$ cat config.mk
export PLATFORM = sky130hd
export DESIGN_NAME = cap2_regs
export DESIGN_NICKNAME = d
export VERILOG_FILES = /design/src/hdl/cap2_regs_pkg.sv /design/src/hdl/link_active_watch.sv /design/src/hdl/cap2_regs.sv
export SDC_FILE = /design/constraint.sdc
export NUM_CORES = 1
export LEC_CHECK = 0
export BUFFER_PORTS_ARGS = -buffer_cell sky130_fd_sc_hd__buf_4
export CORE_MARGIN = 2
export CORE_UTILIZATION = 47
export DETAILED_ROUTE_END_ITERATION = 6
export GPL_ROUTABILITY_DRIVEN = 0
export PLACE_DENSITY = 0.78
export SYNTH_ARGS = -nofsm -noshare
export SYNTH_HDL_FRONTEND = slang
export SYNTH_SLANG_ARGS = --single-unit
$ cat constraint.sdc
create_clock -name aclk -period 1.7 [get_ports aclk]
set_input_delay 0.17 -clock aclk [delete_from_list [all_inputs] [get_ports aclk]]
set_output_delay 0.17 -clock aclk [all_outputs]
set_load 0.05 [all_outputs]
$ cat src/hdl/cap2_regs_pkg.sv
// Package: offsets, field positions, reset values and carriers of the bank
package cap2_regs_pkg;

  // ----------------------------------------------------------------------
  // Register word offsets (byte addresses)
  // ----------------------------------------------------------------------
  localparam logic [7:0] DEV_CAP2_OFF    = 8'hE4;
  localparam logic [7:0] DEV_CTL2_OFF    = 8'hE8;  // Control low, status high
  localparam logic [7:0] LINK_CAP2_OFF   = 8'hEC;
  localparam logic [7:0] LINK_CTL2_OFF   = 8'hF0;  // Control low, status high
  localparam logic [7:0] SLOT_CAP2_OFF   = 8'hF4;
  localparam logic [7:0] SLOT_CTL2_OFF   = 8'hF8;  // Control low, status high
  localparam logic [7:0] SLOT_CTLSTS_OFF = 8'hD8;  // Slot control and status

  // ----------------------------------------------------------------------
  // Field positions
  // ----------------------------------------------------------------------
  localparam int DEVCAP2_LTR_BIT   = 11;
  localparam int DEVCAP2_OBFF_LSB  = 18;
  localparam int DEVCTL2_LTR_BIT   = 10;
  localparam int DEVCTL2_OBFF_LSB  = 13;
  localparam int LCTL2_SPEED_LSB   = 0;
  localparam int LCTL2_ENTCOMP_BIT = 4;
  localparam int LCTL2_HWDIS_BIT   = 5;
  localparam int LCTL2_SELDE_BIT   = 6;
  localparam int LCTL2_MARGIN_LSB  = 7;
  localparam int LCTL2_MODCOMP_BIT = 10;
  localparam int LCTL2_SOS_BIT     = 11;
  localparam int LCTL2_COMPDE_BIT  = 12;
  localparam int LSTS2_DELVL_BIT   = 16;
  localparam int SLOTSTS_DLLSC_BIT = 24;

  // ----------------------------------------------------------------------
  // Reset and fixed values
  // ----------------------------------------------------------------------
  localparam logic [1:0]  OBFF_SUPPORT_VAL = 2'h1;
  localparam logic [31:0] DEV_CAP2_VAL     =
    (32'h0000_0001 << DEVCAP2_LTR_BIT) |
    ({30'h0000_0000, OBFF_SUPPORT_VAL} << DEVCAP2_OBFF_LSB);
  localparam logic [3:0]  SPEED_RST_VAL    = 4'h2;
  localparam logic [31:0] ZERO_WORD        = 32'h0000_0000;

  // AXI response codes
  localparam logic [1:0] RESP_OKAY   = 2'h0;
  localparam logic [1:0] RESP_SLVERR = 2'h2;

  // ----------------------------------------------------------------------
  // Carriers
  // ----------------------------------------------------------------------
  typedef struct packed {
    logic [1:0] obff_en;
    logic       ltr_en;
  } dev_ctl2_type;

  typedef struct packed {
    logic       compliance_deemph;
    logic       compliance_sos;
    logic       enter_mod_compliance;
    logic [2:0] tx_margin;
    logic       hw_autospeed_dis;
    logic       enter_compliance;
    logic [3:0] target_speed;
  } link_ctl2_type;

  localparam dev_ctl2_type  DEV_CTL2_RST  = '{obff_en: 2'h0, ltr_en: 1'b0};
  localparam link_ctl2_type LINK_CTL2_RST = '{
    compliance_deemph: 1'b0, compliance_sos: 1'b0,
    enter_mod_compliance: 1'b0, tx_margin: 3'h0, hw_autospeed_dis: 1'b0,
    enter_compliance: 1'b0, target_speed: SPEED_RST_VAL};

endpackage

$ cat src/hdl/link_active_watch.sv
// Synchroniser and change detector for the link-active indication
`timescale 1ns/1ps
module link_active_watch (
  input  wire logic aclk,
  input  wire logic aresetn,
  input  wire logic active_in,
  output logic      active_level,
  output logic      active_changed
);

  // ----------------------------------------------------------------------
  // Three-stage sampling
  // ----------------------------------------------------------------------
  logic meta_ff;
  logic sync_a_ff;
  logic sync_b_ff;
  logic level_ff;
  logic changed_ff;
  logic agree;

  // First stage feeds only the second; agreement of stages two and three
  // filters a single-cycle glitch that slipped through
  always_ff @(posedge aclk) begin
    if (!aresetn) begin
      meta_ff   <= 1'b0;
      sync_a_ff <= 1'b0;
      sync_b_ff <= 1'b0;
    end else begin
      meta_ff   <= active_in;
      sync_a_ff <= meta_ff;
      sync_b_ff <= sync_a_ff;
    end
  end

  assign agree = (sync_a_ff == sync_b_ff);

  // Accepted level and one-cycle change pulse
  always_ff @(posedge aclk) begin
    if (!aresetn) begin
      level_ff   <= 1'b0;
      changed_ff <= 1'b0;
    end else begin
      changed_ff <= agree && (sync_b_ff != level_ff);
      if (agree) begin
        level_ff <= sync_b_ff;
      end
    end
  end

  assign active_level   = level_ff;
  assign active_changed = changed_ff;

endmodule // link_active_watch

$ cat src/hdl/cap2_regs.sv
// Second-generation capability register bank with an AXI4-Lite slave
//
// Function
// - Device capabilities 2 bit 11 reads constant 1, LTR supported.
// - Device capabilities 2 bits 19:18 read constant 01, OBFF supported.
// - Device control 2 LTR enable bit 10, OBFF enable 14:13, reset zero.
// - Upstream port: de-emphasis select and current level read 0.
// - Downstream ports: de-emphasis select and current level read 1.
// - Link-active change sets slot status bit 24; write 1 clears it.
`timescale 1ns/1ps
module cap2_regs
  import cap2_regs_pkg::*;
#(
  parameter int ADDR_WIDTH    = 8,
  parameter bit IS_DOWNSTREAM = 1'b0
) (
  input  wire logic                  aclk,
  input  wire logic                  aresetn,
  input  wire logic                  conv_rst_n,
  input  wire logic                  dl_link_active,
  input  wire logic [ADDR_WIDTH-1:0] s_axi_awaddr,
  input  wire logic [2:0]            s_axi_awprot,
  input  wire logic                  s_axi_awvalid,
  output logic                       s_axi_awready,
  input  wire logic [31:0]           s_axi_wdata,
  input  wire logic [3:0]            s_axi_wstrb,
  input  wire logic                  s_axi_wvalid,
  output logic                       s_axi_wready,
  output logic [1:0]                 s_axi_bresp,
  output logic                       s_axi_bvalid,
  input  wire logic                  s_axi_bready,
  input  wire logic [ADDR_WIDTH-1:0] s_axi_araddr,
  input  wire logic [2:0]            s_axi_arprot,
  input  wire logic                  s_axi_arvalid,
  output logic                       s_axi_arready,
  output logic [31:0]                s_axi_rdata,
  output logic [1:0]                 s_axi_rresp,
  output logic                       s_axi_rvalid,
  input  wire logic                  s_axi_rready,
  output dev_ctl2_type               dev_ctl2,
  output link_ctl2_type              link_ctl2,
  output logic                       dll_state_changed
);

  // ----------------------------------------------------------------------
  // Elaboration checks
  // ----------------------------------------------------------------------
  if (ADDR_WIDTH < 8 || ADDR_WIDTH > 32) begin : g_bad_addr
    $error("ADDR_WIDTH must lie between 8 and 32");
  end

  // ----------------------------------------------------------------------
  // Declarations
  // ----------------------------------------------------------------------
  logic                  aw_held_ff, w_held_ff, bvalid_ff, rvalid_ff, rd_fire;
  logic [ADDR_WIDTH-1:0] awaddr_ff, wr_word, rd_word;
  logic [31:0]           wdata_ff, rdata_ff, rd_value, byte_mask;
  logic [3:0]            wstrb_ff;
  logic [1:0]            bresp_ff, rresp_ff;
  dev_ctl2_type          dev_ctl2_ff, nxt_dev_ctl2;
  link_ctl2_type         link_ctl2_ff, nxt_link_ctl2;
  logic                  dllsc_ff, nxt_dllsc, link_chg, deemph, rd_hit;
  logic [31:0]           dev_ctl2_img, link_ctl2_img, slot_sts_img;
  logic [31:0]           dev_ctl2_merged, link_ctl2_merged;
  logic                  wr_fire, wr_hit, wr_devctl, wr_linkctl, wr_slotsts;

  // Port role fixes the de-emphasis default
  assign deemph = IS_DOWNSTREAM;

  // ----------------------------------------------------------------------
  // Link-active change detection
  // ----------------------------------------------------------------------
  link_active_watch u_watch (
    .aclk           (aclk),
    .aresetn        (aresetn),
    .active_in      (dl_link_active),
    .active_level   (),
    .active_changed (link_chg)
  );

  // ----------------------------------------------------------------------
  // Write channel: address and data are taken in either order
  // ----------------------------------------------------------------------
  assign s_axi_awready = !aw_held_ff;
  assign s_axi_wready  = !w_held_ff;
  assign wr_fire       = aw_held_ff && w_held_ff && !bvalid_ff;

  // Hold address and data until both are present and no response waits
  always_ff @(posedge aclk) begin
    if (!aresetn) begin
      aw_held_ff <= 1'b0;
      w_held_ff  <= 1'b0;
      awaddr_ff  <= '0;
      wdata_ff   <= ZERO_WORD;
      wstrb_ff   <= 4'h0;
    end else begin
      if (s_axi_awvalid && !aw_held_ff) begin
        aw_held_ff <= 1'b1;
        awaddr_ff  <= s_axi_awaddr;
      end else if (wr_fire) begin
        aw_held_ff <= 1'b0;
      end
      if (s_axi_wvalid && !w_held_ff) begin
        w_held_ff <= 1'b1;
        wdata_ff  <= s_axi_wdata;
        wstrb_ff  <= s_axi_wstrb;
      end else if (wr_fire) begin
        w_held_ff <= 1'b0;
      end
    end
  end

  // Word-aligned decode; low address bits are ignored
  assign wr_word    = {awaddr_ff[ADDR_WIDTH-1:2], 2'h0};
  assign wr_devctl  = wr_fire && (wr_word == ADDR_WIDTH'(DEV_CTL2_OFF));
  assign wr_linkctl = wr_fire && (wr_word == ADDR_WIDTH'(LINK_CTL2_OFF));
  assign wr_slotsts = wr_fire && (wr_word == ADDR_WIDTH'(SLOT_CTLSTS_OFF));
  assign wr_hit     = (wr_word == ADDR_WIDTH'(DEV_CAP2_OFF))
                   || (wr_word == ADDR_WIDTH'(DEV_CTL2_OFF))
                   || (wr_word == ADDR_WIDTH'(LINK_CAP2_OFF))
                   || (wr_word == ADDR_WIDTH'(LINK_CTL2_OFF))
                   || (wr_word == ADDR_WIDTH'(SLOT_CAP2_OFF))
                   || (wr_word == ADDR_WIDTH'(SLOT_CTL2_OFF))
                   || (wr_word == ADDR_WIDTH'(SLOT_CTLSTS_OFF));

  // Write response; writes to read-only words complete without effect
  always_ff @(posedge aclk) begin
    if (!aresetn) begin
      bvalid_ff <= 1'b0;
      bresp_ff  <= RESP_OKAY;
    end else if (wr_fire) begin
      bvalid_ff <= 1'b1;
      bresp_ff  <= wr_hit ? RESP_OKAY : RESP_SLVERR;
    end else if (s_axi_bready) begin
      bvalid_ff <= 1'b0;
    end
  end

  assign s_axi_bvalid = bvalid_ff;
  assign s_axi_bresp  = bresp_ff;

  // ----------------------------------------------------------------------
  // Register images; fields not listed read as zero
  // ----------------------------------------------------------------------
  assign dev_ctl2_img = ZERO_WORD
    | (32'(dev_ctl2_ff.ltr_en) << DEVCTL2_LTR_BIT)
    | (32'(dev_ctl2_ff.obff_en) << DEVCTL2_OBFF_LSB);
  assign link_ctl2_img = ZERO_WORD
    | (32'(link_ctl2_ff.target_speed) << LCTL2_SPEED_LSB)
    | (32'(link_ctl2_ff.enter_compliance) << LCTL2_ENTCOMP_BIT)
    | (32'(link_ctl2_ff.hw_autospeed_dis) << LCTL2_HWDIS_BIT)
    | (32'(deemph) << LCTL2_SELDE_BIT)
    | (32'(link_ctl2_ff.tx_margin) << LCTL2_MARGIN_LSB)
    | (32'(link_ctl2_ff.enter_mod_compliance) << LCTL2_MODCOMP_BIT)
    | (32'(link_ctl2_ff.compliance_sos) << LCTL2_SOS_BIT)
    | (32'(link_ctl2_ff.compliance_deemph) << LCTL2_COMPDE_BIT)
    | (32'(deemph) << LSTS2_DELVL_BIT);
  assign slot_sts_img = 32'(dllsc_ff) << SLOTSTS_DLLSC_BIT;

  // Byte-lane merge: only strobed lanes change, then fields are picked out
  assign byte_mask = {{8{wstrb_ff[3]}}, {8{wstrb_ff[2]}},
                      {8{wstrb_ff[1]}}, {8{wstrb_ff[0]}}};
  assign dev_ctl2_merged  = (dev_ctl2_img & ~byte_mask)
                          | (wdata_ff & byte_mask);
  assign link_ctl2_merged = (link_ctl2_img & ~byte_mask)
                          | (wdata_ff & byte_mask);

  // ----------------------------------------------------------------------
  // Control fields; sticky ones survive the conventional reset
  // ----------------------------------------------------------------------
  always_comb begin
    nxt_dev_ctl2  = dev_ctl2_ff;
    nxt_link_ctl2 = link_ctl2_ff;
    if (wr_devctl) begin
      nxt_dev_ctl2.ltr_en  = dev_ctl2_merged[DEVCTL2_LTR_BIT];
      nxt_dev_ctl2.obff_en =
        dev_ctl2_merged[DEVCTL2_OBFF_LSB+:2];
    end
    if (wr_linkctl) begin
      nxt_link_ctl2.target_speed = link_ctl2_merged[LCTL2_SPEED_LSB+:4];
      nxt_link_ctl2.enter_compliance =
        link_ctl2_merged[LCTL2_ENTCOMP_BIT];
      nxt_link_ctl2.hw_autospeed_dis = link_ctl2_merged[LCTL2_HWDIS_BIT];
      nxt_link_ctl2.tx_margin = link_ctl2_merged[LCTL2_MARGIN_LSB+:3];
      nxt_link_ctl2.enter_mod_compliance =
        link_ctl2_merged[LCTL2_MODCOMP_BIT];
      nxt_link_ctl2.compliance_sos = link_ctl2_merged[LCTL2_SOS_BIT];
      nxt_link_ctl2.compliance_deemph =
        link_ctl2_merged[LCTL2_COMPDE_BIT];
    end
    if (!conv_rst_n) begin
      nxt_dev_ctl2                   = DEV_CTL2_RST;
      nxt_link_ctl2.hw_autospeed_dis = 1'b0;
    end
  end

  // Status flag: a change in the same cycle as the clear wins
  assign nxt_dllsc = !conv_rst_n ? 1'b0
    : link_chg
      || (dllsc_ff && !(wr_slotsts && wstrb_ff[3]
                        && wdata_ff[SLOTSTS_DLLSC_BIT]));

  always_ff @(posedge aclk) begin
    if (!aresetn) begin
      dev_ctl2_ff  <= DEV_CTL2_RST;
      link_ctl2_ff <= LINK_CTL2_RST;
      dllsc_ff     <= 1'b0;
    end else begin
      dev_ctl2_ff  <= nxt_dev_ctl2;
      link_ctl2_ff <= nxt_link_ctl2;
      dllsc_ff     <= nxt_dllsc;
    end
  end

  assign dev_ctl2          = dev_ctl2_ff;
  assign link_ctl2         = link_ctl2_ff;
  assign dll_state_changed = dllsc_ff;

  // ----------------------------------------------------------------------
  // Read channel: one read at a time, data registered
  // ----------------------------------------------------------------------
  assign s_axi_arready = !rvalid_ff;
  assign rd_fire       = s_axi_arvalid && !rvalid_ff;
  assign rd_word       = {s_axi_araddr[ADDR_WIDTH-1:2], 2'h0};

  // Read select; unmapped words answer zero with an error
  always_comb begin
    rd_hit = 1'b1;
    if (rd_word == ADDR_WIDTH'(DEV_CAP2_OFF)) begin
      rd_value = DEV_CAP2_VAL;
    end else if (rd_word == ADDR_WIDTH'(DEV_CTL2_OFF)) begin
      rd_value = dev_ctl2_img;
    end else if (rd_word == ADDR_WIDTH'(LINK_CTL2_OFF)) begin
      rd_value = link_ctl2_img;
    end else if (rd_word == ADDR_WIDTH'(SLOT_CTLSTS_OFF)) begin
      rd_value = slot_sts_img;
    end else if (rd_word == ADDR_WIDTH'(LINK_CAP2_OFF)
              || rd_word == ADDR_WIDTH'(SLOT_CAP2_OFF)
              || rd_word == ADDR_WIDTH'(SLOT_CTL2_OFF)) begin
      rd_value = ZERO_WORD;
    end else begin
      rd_value = ZERO_WORD;
      rd_hit   = 1'b0;
    end
  end

  always_ff @(posedge aclk) begin
    if (!aresetn) begin
      rvalid_ff <= 1'b0;
      rdata_ff  <= ZERO_WORD;
      rresp_ff  <= RESP_OKAY;
    end else if (rd_fire) begin
      rvalid_ff <= 1'b1;
      rdata_ff  <= rd_value;
      rresp_ff  <= rd_hit ? RESP_OKAY : RESP_SLVERR;
    end else if (s_axi_rready) begin
      rvalid_ff <= 1'b0;
    end
  end

  assign s_axi_rvalid = rvalid_ff;
  assign s_axi_rdata  = rdata_ff;
  assign s_axi_rresp  = rresp_ff;

  // ----------------------------------------------------------------------
  // Assertions
  // ----------------------------------------------------------------------
  logic [ADDR_WIDTH-1:0] chk_raddr_ff;

  // Remembers which word the pending read answers
  always_ff @(posedge aclk) begin
    if (!aresetn) begin
      chk_raddr_ff <= '0;
    end else if (rd_fire) begin
      chk_raddr_ff <= rd_word;
    end
  end
endmodule // cap2_regs

; Word level (Yosys, flattened, before mapping)
; Cells that the tools add are included.
[totals]
regBits = 98
input_bits = 67
[op_classes]
eq_ne = 16
n_mux = 18
n_bitwise = 13
n_reduce_logical = 31
[op_table]
columns = operator, n
row1 = two-way mux 25 bit, 4
row2 = == test 6 bit (second input constant), 14
row3 = bitwise AND 15 bit, 2
row4 = inverter 15 bit, 1
row5 = bitwise OR 11 x 15 -> 15 bit, 1
row6 = bitwise OR 15 bit, 1
row7 = bitwise AND 13 bit, 1
row8 = bitwise OR 12 x 13 -> 13 bit, 1
row9 = bitwise OR 13 bit, 1
row10 = logical AND 1 bit, 12
row11 = two-way mux 1 bit, 12
row12 = bitwise OR 11 x 12 -> 12 bit, 1
row13 = bitwise OR 10 x 11 -> 11 bit, 1
row14 = bitwise OR 6 x 10 -> 10 bit, 1
row15 = logical OR 1 bit, 9
row16 = nonzero test 2 bit, 4
row17 = bitwise OR 5 x 6 -> 6 bit, 1
row18 = zero test 1 bit, 5
row19 = bitwise OR 4 x 5 -> 5 bit, 1
row20 = two-way mux 2 bit, 2
row21 = AND reduction 2 bit, 1
row22 = == test 1 bit, 1
row23 = inequality test 1 bit, 1

; Depth between registers and ports, before layout
; Gate-level depths: netlist of the first run.
[depth]
depth_word = 9
depth_mapped = 5
mapped_depth_nobuf = 3

; Hierarchy
; A second synthesis of the first run with hierarchy kept.
[hier_totals]
cells_unflattened = 323
area_unflattened_um2 = 2768.9
[by_module_without_submodules]
columns = mod, instances, cells_per_inst, area_per_inst_um2
row1 = cap2_regs, 1, 309, 2607.5
row2 = link_active_watch, 1, 14, 161.4

; Worst setup path before layout of the first run
; Ideal clock, no wire load.
[synth_path]
kind = register to register
start = reg rvalid_ff, in the netlist s_axi_rvalid
end = reg rdata_ff[12], in the netlist s_axi_rdata[12]
setup_ns = 0.117
arrival_time_ns = 1.422
required_ns = 1.583
slack_ns = 0.161
stages_incl_launch_ff = 6
path_buffers = 2
synth_period_minus_slack_ns = 1.539
path_cell_list = dfxtp_1 -> nor2b_1 -> clkbuf_1 -> and4_1 -> buf_2 -> a22o_1
[synth_between]
elab_chain_len = 2
[synth_rtl]
columns = item, line
row1 = start: declaration, cap2_regs.sv:55  ; logic aw_held_ff, w_held_ff, bvalid_ff, rvalid_ff, rd_fire;
row2 = start signal: assignment, cap2_regs.sv:249  ; rvalid_ff <= 1'b0;
row3 = start signal: assignment, cap2_regs.sv:253  ; rvalid_ff <= 1'b1;
row4 = start signal: assignment, cap2_regs.sv:257  ; rvalid_ff <= 1'b0;
row5 = zero test 1 bit, cap2_regs.sv:223  ; assign rd_fire = s_axi_arvalid && !rvalid_ff;
row6 = logical AND 1 bit, cap2_regs.sv:223
row7 = end signal: assignment, cap2_regs.sv:254  ; rdata_ff <= rd_value;
row8 = end: declaration, cap2_regs.sv:57  ; logic [31:0] wdata_ff, rdata_ff, rd_value, byte_mask;
; Every way passes these cells.
; A chain may end at the register's enable or synchronous reset.

; Worst setup path in the final report of the first run
[layout_path]
start = reg rvalid_ff, in the netlist s_axi_rvalid
end = reg rdata_ff[1], in the netlist s_axi_rdata[1]
; Same word-level chain as after synthesis.

==> results of run 1 <==
==> layer usage <==
layer | part of all wire [%] | global-route usage (%) | vias up
met3 | 5.2 | 4.04 | 8
li1 | - | - | 1143
met1 | 45 | 24.6 | 1062
met5 | 0 | 0 | -
met2 | 49 | 31.8 | 71
met4 | 1.6 | 8.14 | 0
==> layout make-up <==
class | instances | area (um^2) | share of cell area (%)
inverter | 4 | 15.0 | 0.426
timing repair buffer | 83 | 636 | 18.0
clock inverter | 6 | 55.1 | 1.56
clock buffer | 10 | 138 | 3.90
multi-input combinational | 213 | 1250 | 35.5
tap | 72 | 90.1 | 2.55
sequential | 67 | 1340 | 38.0
==> power groups by stage <==
stage,clock [W],sequential [W],combinational (W)
6_report,0.00129,0.00166,0.000413
2_1_floorplan,0,0.00171,0.000286
4_1_cts,0.00131,0.00166,0.000413
3_5_place_dp,0,0.00170,0.000412
3_3_place_gp,0,0.00169,0.000406
5_1_grt,0.00137,0.00167,0.000447
==> cells in the mapped netlist (2+ instances only) <==
cell      number
nor4_4         3
nor2_1        17
dfxtp_1       67
nand3_1        4
o21ai_0        3
nor3_1         2
a32oi_1        3
nand2_1       70
nor4bb_1       2
nand4b_1       4
and2_1         4
nand3b_1       2
clkbuf_1       5
and4b_1        2
buf_1          6
nand2b_1       6
buf_2          4
mux2i_1       21
buf_4         18
a22o_1        10
o21a_1         2
inv_1          3
nor2b_1        3
a21oi_1       25
==> critical path, cell delays in order (launching register included) <==
cell	delay [ns]
dfxtp_1	0.35
nor2b_1	0.36
and4_1	0.54
a22o_1	0.20
==> worst paths after layout <==
check,startpoint,to,slack (ns)
worst max-delay path,s_axi_rvalid,s_axi_rdata[1],0.19
worst max register to register,s_axi_rvalid,s_axi_rdata[1],0.19
worst min-delay path,s_axi_awvalid,aw_held_ff,0.05
worst min register to register,u_watch.active_changed,dll_state_changed,0.46
==> logic make-up (layout without fill, tap and decap cells) <==
group	Yosys count	after routing	share of synthesized area (%)
simple gates	126	126	24.1
flops	67	67	48.9
other cells	1	18	0.137
mux	21	21	7.67
buf+inv	37	103	7.71
compound gates	48	48	11.5
==> stage by stage <==
| step | util (%) | total power [W] | area [um^2] | hold slack [ns] |
|---|---|---|---|---|
| finish | 63.3 | 0.00336 | 3530 | 0.0511 |
| global route | 63.3 | 0.00349 | 3530 | 0.0541 |
| global placement | 59.8 | 0.00210 | 3330 | 0.382 |
| floorplan | - | 0.00200 | 2810 | 0.286 |
| CTS | 63.3 | 0.00338 | 3530 | 0.0422 |
| detailed placement | 59.8 | 0.00211 | 3330 | 0.389 |
==> flow_summary.yaml, run 1 <==
outcome:
  status: "completed"
sta:
  rsz0062_at_grt: "false"
  min_period_over_period_pct: 89.0
  fmax_ghz: 0.661
  setup_violations: 0
  hold_viol: 0
  skew_ns: 0.00453
  tightest_slew_ns: 0.662
  final_max_slew_viol_count: 0
  setup_slack_ns: 0.187
  tns_ns: 0
  layout_min_cycle_time_ns: 1.51
  slew_headroom_pct: 55.7
power_and_ir_drop:
  power.switching_w: 0.000895
  p_int_w: 0.00247
  swShare_pct: 26.6
  pwr-share-comb_pct: 12.3
  power_per_cell_area_nw_per_um2: 953
  leakagePower_nw: 1.46
  ir_worst_vdd_mv: 0.560
  power_frac_seq_pct: 49.4
  clkPwrFrac_pct: 38.3
final_layout:
  nets: 445
  layout.cells.non_filler: 455
  syn2layout_area_growth_pct: 28.7
  layout_commonest_cell: "buf_4"
  num_antenna_cells: 0
  n_fill_cell: 503
  layout_common_cells: "buf_4 (82), nand2_1 (70), dfxtp_1 (67)"
  drive_above_1_share_pct: 28.2
synthesis:
  synth_area_um2: 2740
  synthFlopType: "dfxtp_1"
  syn_area_per_cell_um2: 9.14
  synth_area_leaders: "dfxtp_1 (49%), nand2_1 (9.6%), mux2i_1 (7.7%)"
  synth_top_cell_by_area: "dfxtp_1"
  synthCells: 300
  ys.warnings.count: 0
  synth.distinct_cells: 38
  yosysSeqAreaShare_pct: 48.9
  ys_async_sr_fraction_pct: 0
  synth_edf_count: 0
  synth_top_area_share_pct: 48.9
  synth_seq_cells: 67
floorplan:
  num_rows: 27
  die_height_um: 80.4
  dieWidth_um: 80.4
  die_area_um2: 6460
  start_util_pct: 49.2
  core_um2: 5570
  io_pins: 124
critical_path:
  end_kind: "flop"
  crit_required_ns: 1.97
  worst_ep_arrival_time_ns: 1.79
  cp_max_fo: 11
  worst-setup-path-type: "reg -> reg"
  cp-start-kind: "flop"
  r2r_cells: 3
route:
  detail-route-antenna-nets: 0
  num_vias: 2284
  via_per_inst: 5.02
  drt-total-wl_um: 6000
  route.detailed.drc: 0
  wl_per_cell_um: 13.2
  first_iter_violations: 90
  first_pass_iters: 4
grt:
  grt_pass1_wl_um: 9700
  grt_pass1_vias: 2116
  grt_overflow_total: 0
  grt_max_degree: 37
  antenna_found_initial: 0
  grt_usage_pct: 19.4
place:
  port_buffers: 77
  dp_slack_ns: 0.219
  placed_cells: 439
  dp_hpwl_um: 4300
clocking:
  holdBufCountCts: 0
  cts_tree: "built"
  path_clk_slew_ns: 0.07
  cts-resized-gates: 0
  numCtsBuffers: 9
  cts_buffer_depth: 2
  cts_max_level: 3
  cts_root_buf: "clkbuf_8"
  clock_latency_ns: 0.33
  cts_sinks: 67
  post_cts_buffers: 0
flow_run:
  cap_viol_max_count: 0
min_path:
  whs_path_depth: 3
  hp-class: "in -> reg"
No activity file was read; power rests on OpenSTA's default activity.
==> inputs of run 2 (changes only) <==
--- a/config.mk
+++ b/config.mk
@@ -5,12 +5,13 @@
 export SDC_FILE = /design/constraint.sdc
 export NUM_CORES = 1
 export LEC_CHECK = 0
+export ABC_AREA = 1
 export BUFFER_PORTS_ARGS = -buffer_cell sky130_fd_sc_hd__buf_4
 export CORE_MARGIN = 2
-export CORE_UTILIZATION = 47
+export CORE_UTILIZATION = 46
 export DETAILED_ROUTE_END_ITERATION = 6
 export GPL_ROUTABILITY_DRIVEN = 0
-export PLACE_DENSITY = 0.78
+export PLACE_DENSITY = 0.77
 export SYNTH_ARGS = -nofsm -noshare
 export SYNTH_HDL_FRONTEND = slang
 export SYNTH_SLANG_ARGS = --single-unit
==> run 2 against run 1 <==
Against the previous run:
- hold slack worse by 0.035 ns
- core utilization rose by 0.31 points
- sequential power barely moved
- sequential cell count stayed put
- critical path depth rose by 2
- largest cell class unchanged
- register-to-register slack improved by 0.096 ns
- power up 10%
- setup slack better by 0.096 ns
- critical path type unchanged
==> flow_summary.yaml, run 2 <==
synthesis:
  yosys-top-cells-count: "dfxtp_1 (67), nor2_1 (67), nand2_1 (56)"
  yosysSeqAreaShare_pct: 49.7
  synth_top_area_share_pct: 49.7
  synth_area_leaders: "dfxtp_1 (50%), nor2_1 (9.3%), nand2_1 (7.8%)"
  yosys.area_share.simple_pct: 25.7
  synth_area_um2: 2700
  synth_top_cell_by_area: "dfxtp_1"
  ys_async_sr_fraction_pct: 0
  synthAdderAreaFrac_pct: 0
  synth_mux_area_share_pct: 0
  synth_compound_area_share_pct: 12.4
  synthFlopType: "dfxtp_1"
  syn_area_per_cell_um2: 7.40
  synth.distinct_cells: 19
  ys.warnings.count: 0
  synthXorXnorAreaFrac_pct: 0
  synthCells: 365
  synth_top_family_by_area: "simple AND/OR/NAND/NOR gates"
  synth_edf_count: 0
  synth_seq_cells: 67
clocking:
  cts_tree: "built"
  numCtsBuffers: 9
  clock_latency_ns: 0.34
  cts_max_level: 3
  cts_buffer_depth: 2
  post_cts_buffers: 0
  cts_root_buf: "clkbuf_8"
  cts-resized-gates: 0
  holdBufCountCts: 0
  cts_sinks: 67
  path_clk_slew_ns: 0.07
outcome:
  status: "completed"
power_and_ir_drop:
  swShare_pct: 25.0
  power_frac_seq_pct: 45.1
  power.switching_w: 0.000926
  power_per_cell_area_nw_per_um2: 1040
  p_total_w: 0.00370
  ir_worst_vdd_mv: 0.665
  clkPwrFrac_pct: 43.0
  pwr-share-comb_pct: 11.8
  leakagePower_nw: 1.65
  p_int_w: 0.00278
place:
  dp_hpwl_um: 4470
  port_buffers: 77
  dpl_cell_area_um2: 3300
route:
  first_iter_violations: 119
  drt-total-wl_um: 6200
  first_pass_iters: 4
  num_vias: 2548
  wl_per_cell_um: 11.9
  via_per_inst: 4.87
  detail-route-antenna-nets: 0
  route.detailed.drc: 0
flow_run:
  cap_viol_max_count: 0
final_layout:
  post-route-cell-area_um2: 3540
  drive_above_1_share_pct: 23.1
  layout_common_cells: "buf_4 (84), nor2_1 (67), dfxtp_1 (66)"
  num_antenna_cells: 0
  syn2layout_area_growth_pct: 31.2
  n_fill_cell: 511
  nets: 513
  layout_commonest_cell: "buf_4"
floorplan:
  io_pins: 124
  start_util_pct: 48.5
  num_rows: 27
  die_height_um: 80.6
  dieWidth_um: 80.6
  core_um2: 5570
  die_area_um2: 6500
sta:
  min_period_over_period_pct: 83.4
  layout_min_cycle_time_ns: 1.42
  hold_viol: 0
  final_max_slew_viol_count: 0
  hold_ws_ns: 0.0162
  setup_violations: 0
  fmax_ghz: 0.706
  tns_ns: 0
  rsz0062_at_grt: "false"
  skew_ns: 0.00540
critical_path:
  cp_max_fo: 7
  cp-start-kind: "flop"
  end_kind: "flop"
  worst_path_largest_cell_delay_ns: 0.33
  crit_slowest_cell: "dfxtp_1"
  crit_required_ns: 1.92
  worstPathCellList: "inv_1 > nor3_4 > nand3_1 > o21ai_0 > a21oi_1"
  worst-setup-path-type: "reg -> reg"
  worst_ep_arrival_time_ns: 1.64
grt:
  grt_usage_pct: 20.5
  grt_pass1_vias: 2342
  grt_overflow_total: 0
  grt_max_degree: 38
  antenna_found_initial: 0
  grt_pass1_wl_um: 10300
min_path:
  hp-class: "in -> reg"
-- run 2: metrics by stage --
step                      instances  setup WS (ns)  utilization [%]
after floorplan                 382         0.0755                -
after global placement          507          0.367             59.3
after detailed placement        507          0.329             59.3
after CTS                       523          0.294             63.6
after global routing            523         0.0517             63.6
final                           523          0.283             63.6
-- run 2: area by class of cell --
cell class / instances / area, um^2 / area share (%)
sequential: 67 / 1350 / 37.9
multi-input combinational: 248 / 1100 / 31.0
timing repair buffer: 84 / 631 / 17.8
clock buffer: 11 / 141 / 3.99
inverter: 36 / 139 / 3.92
clock inverter: 5 / 100 / 2.82
tap: 72 / 90.1 / 2.54
-- run 2: kinds of logic (layout without fill, tap and decap cells) --
kind of cell           after synthesis  in the layout
buffers and inverters               67            136
AOI/OAI and AO/OA                   66             66
and+or+nand+nor                    164            164
DFF                                 67             67
other                                1             18
-- run 2: final timing paths --
kind                        start  slack [ns]  cells past startpoint                 to
setup reg to reg        w_held_ff        0.28                      5               flop
hold reg to reg   u_watch.meta_ff        0.42                      2  u_watch.sync_a_ff
hold / removal     dl_link_active        0.02                      3    u_watch.meta_ff
setup / recovery        w_held_ff        0.28                      5               flop
-- run 2: metal layers --
metal / routed length (um) / part of all wire [%] / vias to the layer above / global-route usage, %
li1: - / - / 1309 / -
met1: 2750 / 44 / 1149 / 24.9
met2: 2980 / 48 / 81 / 34.8
met3: 383 / 6.2 / 9 / 4.94
met4: 85 / 1.4 / 0 / 7.63
met5: 0 / 0 / - / 0
-- run 2: power groups by stage --
stage,clock [W],sequential [W],combinational (W)
6_report,0.00159,0.00167,0.000439
5_1_grt,0.00168,0.00168,0.000483
4_1_cts,0.00162,0.00167,0.000439
3_5_place_dp,0,0.00171,0.000437
3_3_place_gp,0,0.00170,0.000428
2_1_floorplan,0,0.00173,0.000300
-- run 2: worst max-delay path: cells and delay by family, from the launching register on --
| kind | cells | cell delay [ns] |
|---|---|---|
| and+or+nand+nor | 2 | 0.61 |
| AOI/OAI and AO/OA | 2 | 0.28 |
| DFF | 1 | 0.33 |
| buffers and inverters | 1 | 0.09 |
